**src/include/led_ctrl_params.svh**
```systemverilog
`ifndef LED_CTRL_PARAMS_SVH
`define LED_CTRL_PARAMS_SVH

// clock period in ns
`define CLK_PERIOD_NS       10
// glitch filter width, ns
`define DEGLITCH_NS         80
`define DEGLITCH_CYC        ((`DEGLITCH_NS + `CLK_PERIOD_NS - 1) / `CLK_PERIOD_NS)
// start delay, us; fires after typical 350, well below 450 max
`define START_DELAY_US      350
`define START_DELAY_CYC     ((`START_DELAY_US * 1000) / `CLK_PERIOD_NS)
// shutdown delay window 0.5..2.5 ms; target 1.5 ms
`define SHDN_MIN_US         500
`define SHDN_MAX_US         2500
`define SHDN_CYC            (((`SHDN_MIN_US + `SHDN_MAX_US) / 2 * 1000) / `CLK_PERIOD_NS)
// soft-start total time, us, in equal steps
`define RAMP_TIME_US        200
`define RAMP_STEPS          8
`define RAMP_STEP_CYC       ((`RAMP_TIME_US * 1000) / `CLK_PERIOD_NS / `RAMP_STEPS)
// current step in microamps
`define STEP_CURRENT_UA     12500
`define SHORT_SENSE_UA      2500
`define LEVEL_OFFSET        17

`endif

```
**src/include/led_ctrl_pkg.sv**
```systemverilog
package led_ctrl_pkg;
  // main operating states
  typedef enum logic [1:0] {
    ST_SHDN,
    ST_WAIT,
    ST_RAMP,
    ST_ON
  } mode_t;
  // why the output is currently gated
  typedef enum logic [1:0] {
    OUT_OFF,
    OUT_SENSE,
    OUT_DRIVE
  } drive_t;
endpackage

```
**src/design/pin_deglitch.sv**
```systemverilog
`timescale 1ns/1ns
`default_nettype none
`include "led_ctrl_params.svh"

// two-flop synchroniser then a stability filter of FILT_CYC cycles
module pin_deglitch #(
  parameter int FILT_CYC = `DEGLITCH_CYC
) (
  input  wire logic clk_sys,
  input  wire logic rst_n,
  input  wire logic pinAsync,
  output var  logic pinClean
);
  typedef struct packed {
    logic       sync1;
    logic       sync2;
    logic [7:0] cnt;
    logic       clean;
  } flt_t;

  flt_t s_r;
  flt_t s_nxt;

  // counter restarts whenever the synced level agrees with output
  always_comb begin
    s_nxt       = s_r;
    s_nxt.sync1 = pinAsync;
    s_nxt.sync2 = s_r.sync1;
    if (s_r.sync2 == s_r.clean) begin
      s_nxt.cnt = 8'h00;
    end else if (s_r.cnt >= 8'(FILT_CYC - 1)) begin
      s_nxt.cnt   = 8'h00;
      s_nxt.clean = s_r.sync2;
    end else begin
      s_nxt.cnt = s_r.cnt + 8'h01;
    end
  end

  always_ff @(posedge clk_sys or negedge rst_n) begin
    if (!rst_n) begin
      s_r <= '0;
    end else begin
      s_r <= s_nxt;
    end
  end

  assign pinClean = s_r.clean;
endmodule
`default_nettype wire

```
**src/design/pulse_count_led_current_ctrl.sv**
```systemverilog
`timescale 1ns/1ns
`default_nettype none
`include "led_ctrl_params.svh"

// Contract
// - pin high keeps block active and output able to sink current
// - pin low beyond shutdown delay turns everything off
// - shutdown delay lies between 0.5 ms and 2.5 ms
// - pin glitches under 80 ns are ignored
// - start ramps to target in 8 equal steps over about 200 us
// - undervoltage gates output; clearing restores held level
// - short detection armed only after first ramp step
// - during short, drive only the 2.5 mA sensing current
// - short clearing restores programmed current automatically
// - over-temperature disables output and latches it
// - resume after thermal trip needs temp clear and pin reset
// - rising edges counted into a 4-bit step code
// - ramp begins after pin stays high past start delay
// - edges after ramp step current at once, no new ramp
// - current is 12.5 mA times (17 minus edge count)
// - edge count wraps modulo 16
module pulse_count_led_current_ctrl
  import led_ctrl_pkg::*;
#(
  parameter int START_CYC = `START_DELAY_CYC,
  parameter int SHDN_CYC  = `SHDN_CYC,
  parameter int STEP_CYC  = `RAMP_STEP_CYC,
  parameter int FILT_CYC  = `DEGLITCH_CYC
) (
  input  wire logic                 clk_sys,
  input  wire logic                 rst_n,
  input  wire logic                 ctrlPin,
  input  wire logic                 underVoltage,
  input  wire logic                 overTemp,
  input  wire logic                 ledShort,
  output var  logic                 activeOn,
  output var  logic [3:0]           stepCode,
  output var  logic [3:0]           rampStep,
  output var  logic [7:0]           currentLevel,
  output var  logic                 senseOn,
  output var  logic                 thermalTrip,
  output var  led_ctrl_pkg::drive_t driveMode
);
  import led_ctrl_pkg::*;

  // ****************************************************************
  // fault input synchronisers and types
  // ****************************************************************
  typedef struct packed {
    mode_t       mode;
    logic        pinPrev;
    logic [3:0]  edgeCnt;
    logic [23:0] tmr;
    logic [23:0] lowTmr;
    logic [3:0]  ramp;
    logic        shortArm;
    logic        thermLatch;
    logic [2:0]  uvSync;
    logic [2:0]  otSync;
    logic [2:0]  scSync;
    logic        active;
    logic [3:0]  code;
    logic [7:0]  level;
    logic        sense;
    drive_t      drive;
  } state_t;

  state_t s_r;
  state_t s_nxt;
  logic   pinClean;

  // ****************************************************************
  // pin filter
  // ****************************************************************
  // glitch filter
  pin_deglitch #(
    .FILT_CYC (FILT_CYC)
  ) u_deglitch (
    .clk_sys  (clk_sys),
    .rst_n    (rst_n),
    .pinAsync (ctrlPin),
    .pinClean (pinClean)
  );

  // ****************************************************************
  // control logic
  // ****************************************************************
  logic       riseEdge;
  logic       uvS;
  logic       otS;
  logic       scS;
  logic [4:0] target;
  logic [8:0] scaled;

  // sync flags are bit 1 of each chain; bit 0 feeds only bit 1
  assign uvS      = s_r.uvSync[1];
  assign otS      = s_r.otSync[1];
  assign scS      = s_r.scSync[1];
  assign riseEdge = pinClean & ~s_r.pinPrev;

  // one process computes the whole next state
  always_comb begin
    s_nxt         = s_r;
    s_nxt.pinPrev = pinClean;
    s_nxt.uvSync  = {1'b0, s_r.uvSync[0], underVoltage};
    s_nxt.otSync  = {1'b0, s_r.otSync[0], overTemp};
    s_nxt.scSync  = {1'b0, s_r.scSync[0], ledShort};
    target        = 5'h00;
    scaled        = 9'h000;

    if (pinClean) begin
      s_nxt.lowTmr = 24'h000000;
    end else if (s_r.mode != ST_SHDN) begin
      s_nxt.lowTmr = s_r.lowTmr + 24'h000001;
    end

    if (riseEdge) begin
      s_nxt.edgeCnt = s_r.edgeCnt + 4'h1;
    end

    case (s_r.mode)
      ST_SHDN: begin
        if (riseEdge) begin
          s_nxt.mode = ST_WAIT;
          s_nxt.tmr  = 24'h000000;
        end
      end
      ST_WAIT: begin
        // start delay, restarted by any edge or low level
        if (!pinClean || riseEdge) begin
          s_nxt.tmr = 24'h000000;
        end else if (s_r.tmr >= 24'(START_CYC - 1)) begin
          s_nxt.mode = ST_RAMP;
          s_nxt.tmr  = 24'h000000;
          s_nxt.ramp = 4'h1;
        end else begin
          s_nxt.tmr = s_r.tmr + 24'h000001;
        end
      end
      ST_RAMP: begin
        if (s_r.tmr >= 24'(STEP_CYC - 1)) begin
          s_nxt.tmr = 24'h000000;
          s_nxt.shortArm = 1'b1;
          if (s_r.ramp >= 4'(`RAMP_STEPS)) begin
            s_nxt.mode = ST_ON;
          end else begin
            s_nxt.ramp = s_r.ramp + 4'h1;
          end
        end else begin
          s_nxt.tmr = s_r.tmr + 24'h000001;
        end
      end
      ST_ON: begin
        // edges take effect directly via code below
        s_nxt.tmr = 24'h000000;
      end
      default: begin
        s_nxt.mode = ST_SHDN;
      end
    endcase

    if (otS && s_r.mode != ST_SHDN) begin
      s_nxt.thermLatch = 1'b1;
    end

    // shutdown after low delay; clears state
    if (s_r.mode != ST_SHDN && !pinClean && s_r.lowTmr >= 24'(SHDN_CYC - 1)) begin
      s_nxt.mode       = ST_SHDN;
      s_nxt.edgeCnt    = 4'h0;
      s_nxt.ramp       = 4'h0;
      s_nxt.tmr        = 24'h000000;
      s_nxt.lowTmr     = 24'h000000;
      s_nxt.shortArm   = 1'b0;
      s_nxt.thermLatch = otS;
    end

    // level = 17 - n in 12.5 mA units, n = 16 when count wraps to 0
    s_nxt.code = s_nxt.edgeCnt;
    target     = 5'(`LEVEL_OFFSET) - ((s_nxt.edgeCnt == 4'h0) ? 5'h10 : {1'b0, s_nxt.edgeCnt});
    scaled     = 9'(target) * 9'(s_nxt.ramp);
    s_nxt.active = (s_nxt.mode != ST_SHDN);

    if (s_nxt.mode != ST_RAMP && s_nxt.mode != ST_ON) begin
      s_nxt.drive = OUT_OFF;
      s_nxt.level = 8'h00;
      s_nxt.sense = 1'b0;
    end else if (uvS || s_nxt.thermLatch) begin
      s_nxt.drive = OUT_OFF;
      s_nxt.level = 8'h00;
      s_nxt.sense = 1'b0;
    end else if (s_nxt.shortArm && scS) begin
      s_nxt.drive = OUT_SENSE;
      s_nxt.level = 8'h00;
      s_nxt.sense = 1'b1;
    end else begin
      s_nxt.drive = OUT_DRIVE;
      s_nxt.sense = 1'b0;
      // level in 12.5 mA/8 units during ramp, scaled so step 8 = full
      s_nxt.level = (s_nxt.mode == ST_ON) ? {target, 3'b000} : scaled[7:0];
    end
  end

  // ****************************************************************
  // state register
  // ****************************************************************
  always_ff @(posedge clk_sys or negedge rst_n) begin
    if (!rst_n) begin
      s_r      <= '0;
      s_r.mode <= ST_SHDN;
      s_r.drive <= OUT_OFF;
    end else begin
      s_r <= s_nxt;
    end
  end

  // outputs straight from state flops
  assign activeOn     = s_r.active;
  assign stepCode     = s_r.code;
  assign rampStep     = s_r.ramp;
  assign currentLevel = s_r.level;
  assign senseOn      = s_r.sense;
  assign thermalTrip  = s_r.thermLatch;
  assign driveMode    = s_r.drive;
endmodule
`default_nettype wire

```
**config.mk**
```make
export PLATFORM = sky130hd
export DESIGN_NAME = pulse_count_led_current_ctrl
export DESIGN_NICKNAME = d
export VERILOG_FILES = /design/src/include/led_ctrl_pkg.sv /design/src/design/pin_deglitch.sv /design/src/design/pulse_count_led_current_ctrl.sv
export VERILOG_INCLUDE_DIRS = /design/src /design/src/include
export SDC_FILE = /design/constraint.sdc
export NUM_CORES = 1
export LEC_CHECK = 0
export BUFFER_PORTS_ARGS = -buffer_cell sky130_fd_sc_hd__buf_4
export CORE_UTILIZATION = 45
export CTS_BUF_LIST = sky130_fd_sc_hd__clkbuf_8 sky130_fd_sc_hd__clkbuf_16
export CTS_CLUSTER_SIZE = 40
export DETAILED_ROUTE_END_ITERATION = 16
export PLACE_DENSITY = 0.6
export SLEW_MARGIN = 20
export SYNTH_ARGS = -nofsm -noshare
export SYNTH_HDL_FRONTEND = slang
export SYNTH_SLANG_ARGS = --single-unit
```
**constraint.sdc**
```tcl
create_clock -name clk_sys -period 13.8 [get_ports clk_sys]
set_clock_uncertainty 0.05 [all_clocks]
set_input_delay 2.07 -clock clk_sys [delete_from_list [all_inputs] [get_ports clk_sys]]
set_output_delay 2.07 -clock clk_sys [all_outputs]
set_load 0.01 [all_outputs]
```
==> results.md <==
Place:
- The post-placement cell area is roughly 5000 sq um.
- The placer congestion estimate is a little under 0.9.
- The count of buffers added on input and output ports is 26.
- The detailed placer's ending HPWL is 6.92 mm.

Logic synthesis:
- The most instantiated flip-flop cell in the synthesis netlist is dfrtp_1.
- Synthesis handed over a netlist of 500 instances.
- Of all flip-flops after synthesis, the portion carrying an async set or reset was 100%.
- The most frequent cell after synthesis is dfrtp_1.
- The number of warnings reported in the yosys synthesis log is 0.
- The top cell type by total area after synthesis is dfrtp_1.
- Counting flops with a built-in enable in the synthesized netlist gives 0.
- In the post-synthesis netlist, the biggest area contributors are dfrtp_1, ha_1, nor2_1.
- A synthesized cell averages about 9.9 sq um.
- The portion of synthesized cell area occupied by the leading cell type is 44.9%.
- Counting flops and latches in the post-synthesis netlist gives 89.
- The share of the yosys chip area belonging to registers is ~45%.
- After synthesis, the netlist uses around 70 different library cells.
- The commonest cells after synthesis are dfrtp_1, nor2_1, nand2_1.
- The mapped cell area is 4960 sq um.

Worst setup path:
- The worst endpoint required time is around 14 ns.
- STA classifies the critical path endpoint as a flop.
- The critical path goes through ha_1 -> and3_1 -> o2111a_1 -> o31ai_1 -> o221ai_1 -> inv_1 -> nand2b_1 -> fa_1 -> inv_1 -> fa_1 -> ha_1 -> a21o_1 -> a21o_1 -> a2111oi_0 -> nor3_1 -> nand2b_1 -> a21o_1 -> a31oi_1.
- The library cell appearing most often on the critical path is a21o_1.
- STA classifies the critical path startpoint as a flop.
- The worst setup path is of the reg -> reg kind.
- The endpoint arrival time on the critical path is 5.63 ns.
- The count of buffering cells on the critical path with inverters included is 2.
- The maximum cell stage delay along the critical path is roughly 0.63 ns.
- In this run the worst path has a maximum fanout of 6.
- The family with the most delay on the worst path is compound AO/OA/AOI/OAI gates.
- On the critical path, the stage with the largest delay is an instance of o31ai_1.

Route:
- The DRC violations left is 0.
- Once detail routing completed, the nets flagged for antenna violations numbered 0.
- The final wirelength is 9.84 mm.
- Dividing the detail-routed wire length by the instance count gives around 15 microns.
- The number of design-rule violations left by the first detailed-router iteration is ~170.
- The pre-antenna-repair detailed-routing pass consisted of 4 iterations.
- The total vias in the final route is ~3,600.
- In the routed layout, each cell is associated on average with a via count of 5.57.

Run:
- The count of maximum capacitance violations is 0.

Timing:
- The shortest period the worst path allows is 5.40 ns.
- The post-route fraction of the period consumed by the critical path is between 30% and 40%.
- The number of endpoints failing setup at the final stage is 0.
- The relative max-transition margin is a little over two fifths.
- The transition at the pin with the smallest max-transition slack is 0.863 ns.
- The number of failing hold endpoints at the final stage is 0.
- Derived from the worst setup path, the maximum achievable clock frequency is ~0.19 GHz.
- For the final routed database, the setup TNS stands at 0 ns.
- Setup repair after global routing left no endpoint under its margin.
- The number of slew-limit violations in the final report is 0.

Floorplanning:
- The region available for standard cell placement spans between 10,000 and 15,000 sq um.
- The die covers about 11,000 sq um.
- Measured along the y axis, the die boundary spans ~110 microns.
- The number of top-level pins is 27.
- Measured along the x axis, the die boundary spans 107 microns.
- Row generation in the floorplan step produced 37 rows.
- The initial standard-cell utilization of the core is about 47%.

CTS:
- TritonCTS built the clock tree.
- Post-CTS repair changed the size of 0 cells.
- Clock tree synthesis found a total of 89 sinks.
- The clock latency on the worst-skew pair is 0.37 ns.
- The number of setup buffers added after CTS is 0.
- The CTS buffer count is 9.
- No sink is reached through more buffers than the 2 on the longest clock path.
- Clock-pin slew was measured on the worst setup and hold paths at approximately 0.09 ns.
- The library cell used as clock root buffer is clkbuf_8.
- For this design, the CTS-stage hold fixing added 0 buffers.
- The H-tree was split into 3 levels.

Hold path:
- The worst hold-check path type is reg -> reg.

Outcome:
- The run finished with clean final reports.

Global route:
- Entering global routing, the biggest net connects between 40 and 50 pins.
- The number of global-route vias before repair is approximately 3,500.
- The total routing usage reported by global routing is between 10% and 20%.
- The total overflow left after global routing is 0.
- The number of antenna violations at the first check in global routing is 0.
- The wire length of the first global-routing pass is between 15 and 20 mm.

Layout:
- The number of inserted diodes is 0.
- From synthesis to final layout, the design area changed by 7.36%.
- The final instance area is 5330 sq um.
- The share of cells above drive strength 1 is 14.7%.
- At the end of the flow, the number of nets in the layout was roughly 550.
- After filler insertion, the fill cell instance count of the layout stands at around 940.

Power and ir drop:
- Summed over all cells, the static leakage comes to 2.56 nW.
- Across the VDD grid, the largest voltage drop is ~0.048 mV.
- The total power density per cell area is slightly above 100 nW/um^2.
## layout make-up
cell class | instances | area (sq um) | share of cell area, %
multi-input combinational | 355 | 2410 | 45.2
tap | 136 | 170 | 3.19
sequential | 89 | 2230 | 41.8
clock inverter | 7 | 77.6 | 1.46
inverter | 28 | 105 | 1.97
timing repair buffer | 29 | 218 | 4.09
clock buffer | 9 | 124 | 2.33
## sequential cells by signal, indices dropped and copies added, names as in the netlist
| name | count |
|---|---|
| thermalTrip | 1 |
| otS | 1 |
| driveMode | 2 |
| currentLevel | 8 |
| stepCode | 4 |
| u_deglitch.s_r | 9 |
| s_nxt | 3 |
| u_deglitch.pinClean | 1 |
| rampStep | 4 |
| activeOn | 1 |
| s_r | 54 |
| u_deglitch.s_nxt | 1 |
## cell usage in the layout (no fill, tap or decap), drive strengths merged, types with 21 or more instances in the layout
master,Yosys,routed
a21oi,22,22
and2,26,26
buf,22,29
dfrtp,89,89
ha,22,22
inv,28,30
nand2,34,34
nand3,21,21
nor2,47,47
o21ai,27,27
## power by group
group	switching, mW	internal [mW]
clock	0.0980	0.0852
sequential	0.0118	0.271
combinational	0.0467	0.0298
## through the flow
step	util (%)	std cells	hold slack (ns)	power [mW]	setup slack, ns
after global placement	48.8	637	0.283	0.363	8.65
after detailed placement	48.8	637	0.286	0.364	8.48
after global routing	50.7	653	0.319	0.571	7.97
after floorplan	-	503	0.281	0.343	8.89
after CTS	50.7	653	0.306	0.549	8.44
final	50.7	653	0.305	0.542	8.40
## path summary, 6_finish.rpt
kind                       startpoint              end  slack (ns)  cells past startpoint
setup / recovery              s_r[31]  currentLevel[7]        8.40                     18
hold / removal              s_nxt[17]          s_r[17]        0.31                      0
setup reg to reg              s_r[31]  currentLevel[7]        8.40                     18
hold reg to reg             s_nxt[17]          s_r[17]        0.31                      0
max in group asynchronous       rst_n      rampStep[0]       11.07                      2
min in group asynchronous       rst_n          s_r[62]        1.63                      1
## kinds of logic after synthesis
kind of cell	Yosys count	share of synthesized area, %
AND/OR/NAND/NOR	196	21.5
AO/OA/AOI/OAI	111	15.6
flip-flops	89	44.9
buffers and inverters	59	6.86
adder cells (fa/ha/maj)	28	7.97
XOR/XNOR	9	1.59
multiplexers	7	1.49
other	1	0.0756
## per-layer routing
| metal | routed length (microns) | track usage [%] | vias up |
|---|---|---|---|
| met5 | 0 | 0 | - |
| li1 | - | - | 1781 |
| met2 | 4510 | 28.8 | 81 |
| met3 | 424 | 3.16 | 19 |
| met1 | 4710 | 26.4 | 1755 |
| met4 | 201 | 8.02 | 0 |
(Power assumes the default switching activity.)
